**config.mk**
```make
export PLATFORM = sky130hd
export DESIGN_NAME = timer_waveform_double_buffer
export DESIGN_NICKNAME = d
export VERILOG_FILES = /design/src/pkg/timer_pkg.sv /design/src/hw/timer_waveform_double_buffer.sv
export SDC_FILE = /design/constraint.sdc
export NUM_CORES = 1
export LEC_CHECK = 0
export BUFFER_PORTS_ARGS = -buffer_cell sky130_fd_sc_hd__buf_2
export CAP_MARGIN = 20
export CORE_MARGIN = 2
export CORE_UTILIZATION = 62
export CTS_CLUSTER_DIAMETER = 60
export CTS_CLUSTER_SIZE = 40
export DETAILED_ROUTE_END_ITERATION = 8
export PLACE_DENSITY_LB_ADDON = 0.3
export SLEW_MARGIN = 25
export SYNTH_ARGS = -nofsm -noshare
export SYNTH_HDL_FRONTEND = slang
export SYNTH_SLANG_ARGS = --single-unit
```
**constraint.sdc**
```tcl
create_clock -name aclk -period 4.05 [get_ports aclk]
set_clock_uncertainty 0.05 [all_clocks]
set_input_delay 0.405 -clock aclk [delete_from_list [all_inputs] [get_ports aclk]]
set_output_delay 0.405 -clock aclk [all_outputs]
set_load 0.1 [all_outputs]
```
**src/pkg/timer_pkg.sv**
```systemverilog
// constants, field layouts and carrier types of the waveform timer
// assumes one 32-bit AXI4-Lite register space, each register one aligned word
package timer_pkg;

	// register indices; byte address is four times the index
	localparam logic [5:0] IDX_CTRL = 6'h00;
	localparam logic [5:0] IDX_CTRL_CLR = 6'h04;
	localparam logic [5:0] IDX_CTRL_SET = 6'h05;
	localparam logic [5:0] IDX_INT_MASK = 6'h08;
	localparam logic [5:0] IDX_INT_FLAG = 6'h0A;
	localparam logic [5:0] IDX_STATUS = 6'h0B;
	localparam logic [5:0] IDX_DRV = 6'h0D;
	localparam logic [5:0] IDX_WAVE = 6'h0E;
	localparam logic [5:0] IDX_SYNC_BUSY = 6'h0F;
	localparam logic [5:0] IDX_COUNT = 6'h14;
	localparam logic [5:0] IDX_CMP0 = 6'h18;
	localparam logic [5:0] IDX_CYCLE = 6'h1B;
	localparam logic [5:0] IDX_CMP_BUF0 = 6'h1C;
	localparam logic [5:0] IDX_CYCLE_BUF = 6'h2F;

	// control word fields
	localparam int CTRL_ENABLE_BIT = 0;
	localparam int CTRL_MODE_LSB = 2;
	localparam int CTRLB_DOWN_BIT = 0;
	localparam int CTRLB_LOCK_BIT = 1;
	localparam int CTRLB_CMD_LSB = 5;
	localparam logic [2:0] CMD_UPDATE = 3'h3;

	// interrupt flag / mask and status layouts
	localparam int INT_OVF_BIT = 0;
	localparam int INT_ERR_BIT = 1;
	localparam int INT_MATCH_LSB = 4;
	localparam int STAT_CYCLE_VALID_BIT = 0;
	localparam int STAT_CMP_VALID_LSB = 4;

	// reset values
	localparam logic [7:0] DRV_RESET = 8'h00;
	localparam logic [7:0] WAVE_RESET = 8'h00;
	localparam logic [31:0] WORD_RESET = 32'h0000_0000;

	// AXI response codes
	localparam logic [1:0] RESP_OKAY = 2'h0;
	localparam logic [1:0] RESP_SLVERR = 2'h2;
	localparam logic [1:0] RESP_DECERR = 2'h3;

	typedef enum logic [1:0] {
		normal_frequency = 2'h0,
		match_frequency = 2'h1,
		normal_pulse_width = 2'h2,
		match_pulse_width = 2'h3
	} waveform_select_t;

	typedef enum logic [1:0] {
		count_16 = 2'h0,
		count_8 = 2'h1,
		count_32 = 2'h2,
		count_rsvd = 2'h3
	} count_mode_t;

	typedef struct packed {
		logic lock_update;
		logic count_down;
		count_mode_t count_mode;
		logic enable;
	} ctrl_t;

endpackage

```
**src/hw/timer_waveform_double_buffer.sv**
```systemverilog
// waveform timer with double-buffered compare and cycle length registers
// assumes an AXI4-Lite master on aclk and inputs synchronous to aclk
//
// Operation
// - compare channels, and cycle length in 8-bit mode, sit behind written buffers
// - one buffer-valid flag per buffered register, set by a new buffer value
// - while valid: sync-busy set, writes are errors, active reads invalid
// - unlocked valid buffer copies to active at update point, then flag clears
// - set-register command 0x3 updates buffers regardless of lock_update
// - two-bit waveform select at bits 1:0 picks top and output kind
// - normal modes use cycle length as top in 8-bit, maximum otherwise
// - match frequency: first compare channel is top, toggle on match
// - normal frequency: toggle on each match, nothing on wraparound
// - normal pulse width: set on match, clear on wraparound
// - match pulse width: first compare channel top, set on match, clear on wrap
// - updates and overflow at top counting up, at zero counting down
// - waveform select writes apply at once, no sync-busy
// - invert enable inverts waveform output and capture trigger of its channel
// - driver control ignored while enabled, and guarded against writes
`timescale 1ns/100ps
module timer_waveform_double_buffer #(
	parameter int NUM_CH = 2,
	parameter int CW = 32
) (
	// clock and reset
	input wire logic aclk,
	input wire logic aresetn,
	// axi4-lite write
	input wire logic [7:0] s_axi_awaddr,
	input wire logic s_axi_awvalid,
	output logic s_axi_awready,
	input wire logic [31:0] s_axi_wdata,
	input wire logic [3:0] s_axi_wstrb,
	input wire logic s_axi_wvalid,
	output logic s_axi_wready,
	output logic [1:0] s_axi_bresp,
	output logic s_axi_bvalid,
	input wire logic s_axi_bready,
	// axi4-lite read
	input wire logic [7:0] s_axi_araddr,
	input wire logic s_axi_arvalid,
	output logic s_axi_arready,
	output logic [31:0] s_axi_rdata,
	output logic [1:0] s_axi_rresp,
	output logic s_axi_rvalid,
	input wire logic s_axi_rready,
	// system
	input wire logic access_guard,
	input wire logic [NUM_CH-1:0] capture_trigger_in,
	output logic [NUM_CH-1:0] waveform_output,
	output logic [NUM_CH-1:0] capture_trigger,
	output logic overflow_event,
	output logic irq
);

	function automatic logic [31:0] merge(input logic [31:0] old, input logic [31:0] nw,
			input logic [3:0] strb);
		logic [31:0] r;
		r = old;
		for (int b = 0; b < 4; b++) begin
			if (strb[b]) begin
				r[8*b +: 8] = nw[8*b +: 8];
			end
		end
		return r;
	endfunction

	function automatic logic [CW-1:0] width_mask(input timer_pkg::count_mode_t m);
		logic [CW-1:0] r;
		r = '1;
		if (m == timer_pkg::count_8) begin
			r = CW'(8'hFF);
		end else if (m != timer_pkg::count_32) begin
			r = CW'(16'hFFFF);
		end
		return r;
	endfunction

	// bus holding registers
	logic awready_q, wready_q, bvalid_q, arready_q, rvalid_q;
	logic [1:0] bresp_q, rresp_q;
	logic [31:0] rdata_q, wdata_q;
	logic [3:0] wstrb_q;
	logic [5:0] widx_q, ridx_q;

	// timer state
	timer_pkg::ctrl_t ctrl_q;
	logic [1:0] wave_q;
	logic [NUM_CH-1:0] inv_q;
	logic [NUM_CH-1:0] mask_q, cbv_q;
	logic [7:0] int_mask_q, int_flag_q;
	logic pbv_q;
	logic [CW-1:0] count_q, cycle_q, cycle_buf_q;
	logic [CW-1:0] cmp_q [NUM_CH];
	logic [CW-1:0] cmp_buf_q [NUM_CH];
	logic [NUM_CH-1:0] raw_q;
	logic ovf_q, irq_q;
	logic [NUM_CH-1:0] wo_q, cap_q;

	// write decode
	logic wr_go, wr_map, wr_guard, wr_ok, sw_upd;
	logic [31:0] wval;
	logic [NUM_CH-1:0] cmp_sel, cbuf_sel;
	logic [1:0] wr_resp;

	assign wr_go = !awready_q && !wready_q && !bvalid_q;
	assign wval = merge(32'(cycle_buf_q), wdata_q, wstrb_q);
	assign sw_upd = wr_ok && widx_q == timer_pkg::IDX_CTRL_SET && wstrb_q[0]
		&& wdata_q[timer_pkg::CTRLB_CMD_LSB +: 3] == timer_pkg::CMD_UPDATE;

	always_comb begin
		wr_map = 1'b0;
		wr_guard = 1'b0;
		cmp_sel = '0;
		cbuf_sel = '0;
		for (int i = 0; i < NUM_CH; i++) begin
			cmp_sel[i] = widx_q == timer_pkg::IDX_CMP0 + 6'(i);
			cbuf_sel[i] = widx_q == timer_pkg::IDX_CMP_BUF0 + 6'(i);
			if ((cmp_sel[i] || cbuf_sel[i]) && cbv_q[i]) begin
				wr_guard = 1'b1;
			end
		end
		if ((widx_q == timer_pkg::IDX_CYCLE || widx_q == timer_pkg::IDX_CYCLE_BUF) && pbv_q) begin
			wr_guard = 1'b1;
		end
		if (widx_q == timer_pkg::IDX_DRV && access_guard) begin
			wr_guard = 1'b1;
		end
		case (widx_q)
			timer_pkg::IDX_CTRL, timer_pkg::IDX_CTRL_CLR, timer_pkg::IDX_CTRL_SET,
			timer_pkg::IDX_INT_MASK, timer_pkg::IDX_INT_FLAG, timer_pkg::IDX_DRV,
			timer_pkg::IDX_WAVE, timer_pkg::IDX_CYCLE, timer_pkg::IDX_CYCLE_BUF: wr_map = 1'b1;
			default: wr_map = |cmp_sel || |cbuf_sel;
		endcase
		wr_resp = !wr_map ? timer_pkg::RESP_DECERR :
			wr_guard ? timer_pkg::RESP_SLVERR : timer_pkg::RESP_OKAY;
	end
	assign wr_ok = wr_go && wr_map && !wr_guard;

	// counter, top and event points
	logic [CW-1:0] msk, top;
	logic wrap, upd_hw;
	logic [NUM_CH-1:0] match, raw_d;

	always_comb begin
		msk = width_mask(ctrl_q.count_mode);
		if (wave_q[0]) begin
			top = cmp_q[0] & msk;
		end else if (ctrl_q.count_mode == timer_pkg::count_8) begin
			top = cycle_q & msk;
		end else begin
			top = msk;
		end
		wrap = ctrl_q.enable && (ctrl_q.count_down ? count_q == '0 : count_q == top);
		upd_hw = wrap;
		for (int i = 0; i < NUM_CH; i++) begin
			match[i] = ctrl_q.enable && count_q == (cmp_q[i] & msk);
			raw_d[i] = raw_q[i];
			case (timer_pkg::waveform_select_t'(wave_q))
				timer_pkg::normal_frequency, timer_pkg::match_frequency: begin
					if (match[i]) begin
						raw_d[i] = !raw_q[i];
					end
				end
				timer_pkg::normal_pulse_width, timer_pkg::match_pulse_width: begin
					if (wrap) begin
						raw_d[i] = 1'b0;
					end else if (match[i]) begin
						raw_d[i] = 1'b1;
					end
				end
				default: raw_d[i] = raw_q[i];
			endcase
		end
	end

	always_ff @(posedge aclk) begin
		if (!aresetn) begin
			count_q <= '0;
		end else if (ctrl_q.enable) begin
			if (ctrl_q.count_down) begin
				count_q <= (count_q == '0) ? top : (count_q - CW'(1)) & msk;
			end else begin
				count_q <= (count_q == top) ? '0 : (count_q + CW'(1)) & msk;
			end
		end
	end

	// control, waveform select and driver control
	always_ff @(posedge aclk) begin
		if (!aresetn) begin
			ctrl_q <= '0;
			wave_q <= timer_pkg::WAVE_RESET[1:0];
			inv_q <= '0;
		end else if (wr_ok) begin
			if (widx_q == timer_pkg::IDX_CTRL && wstrb_q[0]) begin
				ctrl_q.enable <= wdata_q[timer_pkg::CTRL_ENABLE_BIT];
				ctrl_q.count_mode <= timer_pkg::count_mode_t'(wdata_q[timer_pkg::CTRL_MODE_LSB +: 2]);
			end
			if (widx_q == timer_pkg::IDX_CTRL_CLR && wstrb_q[0]) begin
				if (wdata_q[timer_pkg::CTRLB_DOWN_BIT]) begin
					ctrl_q.count_down <= 1'b0;
				end
				if (wdata_q[timer_pkg::CTRLB_LOCK_BIT]) begin
					ctrl_q.lock_update <= 1'b0;
				end
			end
			if (widx_q == timer_pkg::IDX_CTRL_SET && wstrb_q[0]) begin
				if (wdata_q[timer_pkg::CTRLB_DOWN_BIT]) begin
					ctrl_q.count_down <= 1'b1;
				end
				if (wdata_q[timer_pkg::CTRLB_LOCK_BIT]) begin
					ctrl_q.lock_update <= 1'b1;
				end
			end
			// no synchroniser stage: the select acts on the next count step
			if (widx_q == timer_pkg::IDX_WAVE && wstrb_q[0]) begin
				wave_q <= wdata_q[1:0];
			end
			if (widx_q == timer_pkg::IDX_DRV && wstrb_q[0] && !ctrl_q.enable) begin
				inv_q <= wdata_q[NUM_CH-1:0];
			end
		end
	end
	// double buffering of compare channels and cycle length
	always_ff @(posedge aclk) begin
		if (!aresetn) begin
			cbv_q <= '0;
			pbv_q <= 1'b0;
			cycle_q <= '0;
			cycle_buf_q <= '0;
			for (int i = 0; i < NUM_CH; i++) begin
				cmp_q[i] <= '0;
				cmp_buf_q[i] <= '0;
			end
		end else begin
			if (wr_ok && widx_q == timer_pkg::IDX_CYCLE_BUF
					&& ctrl_q.count_mode == timer_pkg::count_8) begin
				cycle_buf_q <= CW'(wval);
				pbv_q <= 1'b1;
			end else if (pbv_q && ((upd_hw && !ctrl_q.lock_update) || sw_upd)) begin
				cycle_q <= cycle_buf_q;
				pbv_q <= 1'b0;
			end else if (wr_ok && widx_q == timer_pkg::IDX_CYCLE) begin
				cycle_q <= CW'(merge(32'(cycle_q), wdata_q, wstrb_q));
			end
			for (int i = 0; i < NUM_CH; i++) begin
				if (wr_ok && cbuf_sel[i]) begin
					cmp_buf_q[i] <= CW'(merge(32'(cmp_buf_q[i]), wdata_q, wstrb_q));
					cbv_q[i] <= 1'b1;
				end else if (cbv_q[i] && ((upd_hw && !ctrl_q.lock_update) || sw_upd)) begin
					cmp_q[i] <= cmp_buf_q[i];
					cbv_q[i] <= 1'b0;
				end else if (wr_ok && cmp_sel[i]) begin
					cmp_q[i] <= CW'(merge(32'(cmp_q[i]), wdata_q, wstrb_q));
				end
			end
		end
	end

	// waveform outputs and capture trigger, inversion applied at the flop
	always_ff @(posedge aclk) begin
		if (!aresetn) begin
			raw_q <= '0;
			wo_q <= '0;
			cap_q <= '0;
			ovf_q <= 1'b0;
		end else begin
			raw_q <= raw_d;
			wo_q <= raw_d ^ inv_q;
			cap_q <= capture_trigger_in ^ inv_q;
			ovf_q <= wrap;
		end
	end

	// interrupt flags: hardware set wins over a same-cycle write-one clear
	logic [7:0] int_set;
	always_comb begin
		int_set = '0;
		int_set[timer_pkg::INT_OVF_BIT] = wrap;
		int_set[timer_pkg::INT_ERR_BIT] = wr_go && wr_map && wr_guard;
		int_set[timer_pkg::INT_MATCH_LSB +: NUM_CH] = match;
	end

	always_ff @(posedge aclk) begin
		if (!aresetn) begin
			int_flag_q <= '0;
			int_mask_q <= '0;
			irq_q <= 1'b0;
		end else begin
			if (wr_ok && widx_q == timer_pkg::IDX_INT_FLAG && wstrb_q[0]) begin
				int_flag_q <= (int_flag_q & ~wdata_q[7:0]) | int_set;
			end else begin
				int_flag_q <= int_flag_q | int_set;
			end
			if (wr_ok && widx_q == timer_pkg::IDX_INT_MASK && wstrb_q[0]) begin
				int_mask_q <= wdata_q[7:0];
			end
			irq_q <= |(int_flag_q & int_mask_q);
		end
	end

	// axi write channel: address and data taken in either order
	always_ff @(posedge aclk) begin
		if (!aresetn) begin
			awready_q <= 1'b1;
			wready_q <= 1'b1;
			bvalid_q <= 1'b0;
			bresp_q <= timer_pkg::RESP_OKAY;
			widx_q <= '0;
			wdata_q <= '0;
			wstrb_q <= '0;
		end else begin
			if (s_axi_awvalid && awready_q) begin
				widx_q <= s_axi_awaddr[7:2];
				awready_q <= 1'b0;
			end
			if (s_axi_wvalid && wready_q) begin
				wdata_q <= s_axi_wdata;
				wstrb_q <= s_axi_wstrb;
				wready_q <= 1'b0;
			end
			if (wr_go) begin
				bvalid_q <= 1'b1;
				bresp_q <= wr_resp;
				awready_q <= 1'b1;
				wready_q <= 1'b1;
			end else if (bvalid_q && s_axi_bready) begin
				bvalid_q <= 1'b0;
			end
		end
	end

	// axi read channel; active register reads while buffered are refused
	logic [31:0] rd_data;
	logic [1:0] rd_resp;
	always_comb begin
		rd_data = '0;
		rd_resp = timer_pkg::RESP_OKAY;
		case (ridx_q)
			timer_pkg::IDX_CTRL: rd_data = 32'({ctrl_q.count_mode, 1'b0, ctrl_q.enable});
			timer_pkg::IDX_CTRL_CLR, timer_pkg::IDX_CTRL_SET:
				rd_data = 32'({ctrl_q.lock_update, ctrl_q.count_down});
			timer_pkg::IDX_INT_MASK: rd_data = 32'(int_mask_q);
			timer_pkg::IDX_INT_FLAG: rd_data = 32'(int_flag_q);
			timer_pkg::IDX_STATUS, timer_pkg::IDX_SYNC_BUSY: begin
				rd_data[timer_pkg::STAT_CYCLE_VALID_BIT] = pbv_q;
				rd_data[timer_pkg::STAT_CMP_VALID_LSB +: NUM_CH] = cbv_q;
			end
			timer_pkg::IDX_DRV: rd_data = 32'(inv_q);
			timer_pkg::IDX_WAVE: rd_data = 32'(wave_q);
			timer_pkg::IDX_COUNT: rd_data = 32'(count_q);
			timer_pkg::IDX_CYCLE: begin
				rd_data = pbv_q ? '0 : 32'(cycle_q);
				rd_resp = pbv_q ? timer_pkg::RESP_SLVERR : timer_pkg::RESP_OKAY;
			end
			timer_pkg::IDX_CYCLE_BUF: rd_data = 32'(cycle_buf_q);
			default: begin
				rd_resp = timer_pkg::RESP_DECERR;
				for (int i = 0; i < NUM_CH; i++) begin
					if (ridx_q == timer_pkg::IDX_CMP0 + 6'(i)) begin
						rd_data = cbv_q[i] ? '0 : 32'(cmp_q[i]);
						rd_resp = cbv_q[i] ? timer_pkg::RESP_SLVERR : timer_pkg::RESP_OKAY;
					end
					if (ridx_q == timer_pkg::IDX_CMP_BUF0 + 6'(i)) begin
						rd_data = 32'(cmp_buf_q[i]);
						rd_resp = timer_pkg::RESP_OKAY;
					end
				end
			end
		endcase
	end

	always_ff @(posedge aclk) begin
		if (!aresetn) begin
			arready_q <= 1'b1;
			rvalid_q <= 1'b0;
			rdata_q <= timer_pkg::WORD_RESET;
			rresp_q <= timer_pkg::RESP_OKAY;
			ridx_q <= '0;
		end else begin
			if (s_axi_arvalid && arready_q) begin
				ridx_q <= s_axi_araddr[7:2];
				arready_q <= 1'b0;
			end else if (!arready_q && !rvalid_q) begin
				rvalid_q <= 1'b1;
				rdata_q <= rd_data;
				rresp_q <= rd_resp;
				arready_q <= 1'b1;
			end
			if (rvalid_q && s_axi_rready) begin
				rvalid_q <= 1'b0;
			end
		end
	end

	assign s_axi_awready = awready_q;
	assign s_axi_wready = wready_q;
	assign s_axi_bvalid = bvalid_q;
	assign s_axi_bresp = bresp_q;
	assign s_axi_arready = arready_q;
	assign s_axi_rvalid = rvalid_q;
	assign s_axi_rdata = rdata_q;
	assign s_axi_rresp = rresp_q;
	assign waveform_output = wo_q;
	assign capture_trigger = cap_q;
	assign overflow_event = ovf_q;
	assign irq = irq_q;
endmodule

```
# Yosys cells after proc, flatten, opt, wreduce, memory -nomap -nowiden
# Memory sizes are Yosys's and may differ from the RTL's.
# Index checks and enable logic that the tools add are counted.
# word_totals
register_bits	221
mem_bits_rw	128
in_bits	62
out_inout_bits	47
elab_cells	354
n_memories	2
# classes
n_addsub	2
eq_ne	36
n_mux	160
n_bitwise	21
n_reduce_logical	96
# memory_table
memory	depth	width	rd	rd_ports_with_merged_regs	wr	line	source
cmp_buf_q	2	32	2	0	2	timer_waveform_double_buffer.sv:95	logic [CW-1:0] cmp_buf_q [NUM_CH];
cmp_q	2	32	2	0	2	timer_waveform_double_buffer.sv:94	logic [CW-1:0] cmp_q [NUM_CH];
# op_table
cell	n
32-bit two-way mux	22
8-bit two-way mux	69
32-bit bitwise AND	5
26-bit case mux with 6 select lines	1
32-bit equality test	3
6-bit by 5-bit equality test with 1-bit output (second input constant)	11
6-bit by 4-bit equality test with 1-bit output (second input constant)	10
1-bit two-way mux	51
1-bit logical AND	42
32-bit by 1-bit adder with 32-bit output (second input constant)	1
32-bit logical NOT	1
32-bit by 1-bit subtractor with 32-bit output (second input constant)	1
3-bit case mux with 10 select lines	1
6-bit by 3-bit equality test with 1-bit output (second input constant)	4
2-bit two-way mux	11
2-bit nonzero test	10
8-bit bitwise AND	2
8-bit by 6-bit bitwise OR with 8-bit output	2
2-bit AND reduction	8
2-bit OR reduction	8
2-bit case mux with 7 select lines	1
6-bit equality test (second input constant)	2
6-bit logical NOT	2
3-bit AND reduction	4
other kinds (19)	43

# Depth between registers and ports, before layout
# logic_depth
word_depth	20
depth_mapped	15
ltp_nobuf	12

# Least setup slack after synthesis
# OpenSTA, ideal clock, no wires.
# synth_path
path_kind	reg2reg
start	reg count_q[14]
end	mem cmp_q[1][0] (enable)
setup_ns	0.326
arrival_ns	3.060
required_time_ns	3.674
path_slack_ns	0.614
stages_incl_launch_ff	10
path_buffers	2
period_less_slack_ns	3.436
cell_sequence	dfxtp_1 or4_1 or4_1 buf_2 or4_4 buf_6 o32ai_4 a31oi_2 o21ai_1 a21o_1
# synth_lines
item	line	source
start: declaration	timer_waveform_double_buffer.sv:93	logic [CW-1:0] count_q, cycle_q, cycle_buf_q;
start signal: assignment	timer_waveform_double_buffer.sv:182	count_q <= (count_q == '0) ? top : (count_q - CW'(1)) & msk;
start signal: assignment	timer_waveform_double_buffer.sv:184	count_q <= (count_q == top) ? '0 : (count_q + CW'(1)) & msk;
end: declaration	timer_waveform_double_buffer.sv:94	

==> out/qor.yml <==
status:
  status: "finished, violations left"
  violations: "hold timing"
worst_setup_path:
  arrival_ns: 4.03
  critPathCaptureType: "flop"
  cpMaxStageDelayCell: "dfxtp_1"
  worstRegToRegCells: 9
  crit_top_cell: "buf_4"
  cpLargestDelayFamily: "simple AND/OR/NAND/NOR gates"
  crit_cells: 9
  critPathRequiredTime_ns: 4.30
  worst-path-max-fanout: 19
  path_cells: "nor2b_1 -> and2_1 -> a311oi_1 -> nand3_1 -> nor3_1 -> and3_1 -> buf_4 -> a221o_1 -> buf_4"
  r2r_setup_slack_ns: 0.27
  cp.buffers_inverters: 2
  worst-setup-path-type: "reg -> reg"
  cp-start-kind: "flop"
  slowest_delay_ns: 0.62
sta:
  rsz0062_at_grt: "false"
  drv_slew: 0
  hold_violations: 2
  min_period_over_period_pct: 93.4
  hold_slack_ns: -0.00252
  setup_tns_ns: 0
  worst_slew_pin_slew_ns: 1.10
  maxClockFrequency_ghz: 0.264
  setup_viol: 0
  fin_crit_ns: 3.78
  relSlewSlack_pct: 26.5
floorplan:
  ioPinCount: 109
  die_area_um2: 32900
  initial_core_util_pct: 63.3
  die_w_um: 181
  rows: 64
  die_y_um: 181
  coreArea_um2: 30800
placement:
  gp_congestion: 0.997
  portBuffers: 104
  placed_cell_area_um2: 20700
  place_hpwl_um: 47800
yosys:
  ys.flop_type: "dfxtp_1"
  syn_inst: 2235
  syn-cell-area_um2: 19500
  synth_async_sr_flop_share_pct: 0
  synth.avg_cell_area_um2: 8.73
  ys_ff_latch: 349
  netlist.area_leader.share_pct: 22.7
  yosysUniqueCellTypes: 87
  netlist_top_cells_count: "nand2_1 (357), dfxtp_1 (221), clkbuf_1 (160)"
  yosysMostFrequentCell: "nand2_1"
  yosysWarnings: 0
  synth.area.top_cells: "dfxtp_1 (23%), edfxtp_1 (20%), nand2_1 (6.9%), mux2i_1 (4.3%), a21oi_1 (3.3%)"
  synth_top_area_cell: "dfxtp_1"
  synth_seq_area_share_pct: 42.4
  synth-edff-count: 128
  syn-num-nets: 2302
drt:
  first_pass_iters: 9
  wirelength_um: 69600
  drtIter0Drc: 2681
  ant_nets: 0
  vias: 19333
  vias_per_cell: 7.12
  wl_per_cell_um: 25.6
  drc: 0
cells_and_area:
  nFillCells: 2388
  area_delta_synth_final_pct: 11.8
  final_cell_area_um2: 21800
  utilization_pct: 70.8
  fin_nets: 2365
  layout-drive-gt1-share_pct: 14.4
  antennaDiodeCount: 0
power_and_ir_drop:
  p_leak_nw: 7.74
  p_total_mw: 7.81
  power_density_nw_per_um2: 358
  ir_worst_vdd_mv: 0.406
clock_network:
  clk_path_buf_depth: 3
  cts_setup_buffers: 0
  cts_tree: "yes"
  clk_latency_ns: 0.60
  cts_resized: 0
  cts_buffers: 27
  cts-root-buf: "clkbuf_16"
  cts_htree_levels: 1
  numClockSinks: 349
  clk_pin_slew_ns: 0.08
global_routing:
  grt_pass1_wl_um: 106000
  grt_max_degree: 120
  grt_use_total_pct: 41.3
  overflow: 0
  antenna_found_initial: 0
  grt_pass1_vias: 18254
worst_hold_path:
  whs_path_depth: 3
  hold_path_class: "in -> reg"
job:
  maxCapViolCount: 0
[placed cells by master, fill, tap and decap left out, types with 24 or more instances in the layout]
cell       instances
a21oi_1          129
a21oi_2           28
a221oi_1          58
a22o_1            61
a31oi_1           50
and2_1            41
buf_2            103
buf_4             98
clkbuf_16         27
dfxtp_1          221
edfxtp_1         128
inv_1             51
mux2i_1           84
nand2_1          356
nand3_1           69
nor2_1           118
nor3_1            49
nor4_1            32
o21ai_0           74
o21ai_1           26
xnor2_1           36
xor2_1            24
[worst register-to-register path, cell delays in order, from the launching register on]
cell and delay (ns):
dfxtp_1 0.62, nor2b_1 0.18, and2_1 0.29, a311oi_1 0.56, nand3_1 0.17, nor3_1 0.29, and3_1 0.53, buf_4 0.38
a221o_1 0.22, buf_4 0.20
[power breakdown]
group,switching [mW],internal (mW)
Combinational,0.685,0.274
Clock,1.55,1.41
Sequential,0.160,3.73
[worst paths after layout]
check	start	end
max	widx_q[1]	cmp_q[0][16]
min	s_axi_wdata[3]	wdata_q[3]
max reg2reg	widx_q[1]	cmp_q[0][16]
min reg2reg	s_axi_rresp[0]	s_axi_rresp[0]
[registers in the layout, indices dropped and copies added (netlist names), 2 cells and up, named ones only]
signal and count:
s_axi_rdata 32, wave_q 2, inv_q 2, int_mask_q 8
wstrb_q 4, waveform_output 2, widx_q 6, cmp_q 64
s_axi_bresp 2, cycle_q 32, count_q 32, wdata_q 32
ctrl_q 3, ridx_q 6, raw_q 2, int_flag_q 8
cmp_buf_q 64, cycle_buf_q 32, capture_trigger 2, cbv_q 2
s_axi_rresp 2
[layout make-up]
class,count,area [um^2],share of cell area (%)
multi-input cells,1638,10300,47.1
repair buffers,227,1580,7.24
well taps,396,495,2.27
inverters,55,209,0.957
clock inverters,21,300,1.38
flip-flops and latches,349,8270,37.9
clock buffers,29,683,3.13
[per-stage QoR]
step / setup WS (ns) / std cells
finish: 0.268 / 2715
global placement: 0.430 / 2646
CTS: 0.375 / 2715
detailed placement: 0.402 / 2646
floorplan: 0.614 / 2235
global route: 0.0465 / 2715
[cells by family (layout without fill, tap and decap cells)]
kind of cell             after synthesis  in the layout  share of synthesized area, %
AO/OA/AOI/OAI                        613            613                          22.1
multiplexers                         116            116                          6.15
AND/OR/NAND/NOR                      844            844                          21.1
flip-flops                           349            349                          42.4
buffers and inverters                248            332                          5.23
XOR/XNOR                              60             60                          2.69
adder cells (fa/ha/maj)                5              5                         0.321
[what timing repair did]
action / CTS / global route
hold buffers: 19 / 0
endpoints found under the setup margin: 0 / 0
endpoints found under the hold margin: 19 / 0
[per-layer routing]
metal	vias to the layer above	wire length [um]	global-route usage, %
li1	8394	-	-
met2	1440	30900	64.3
met1	9257	26100	55.8
met5	-	0	0
met3	242	9440	9.35
met4	0	3140	17.3
No activity file was read; power rests on OpenSTA's default activity.
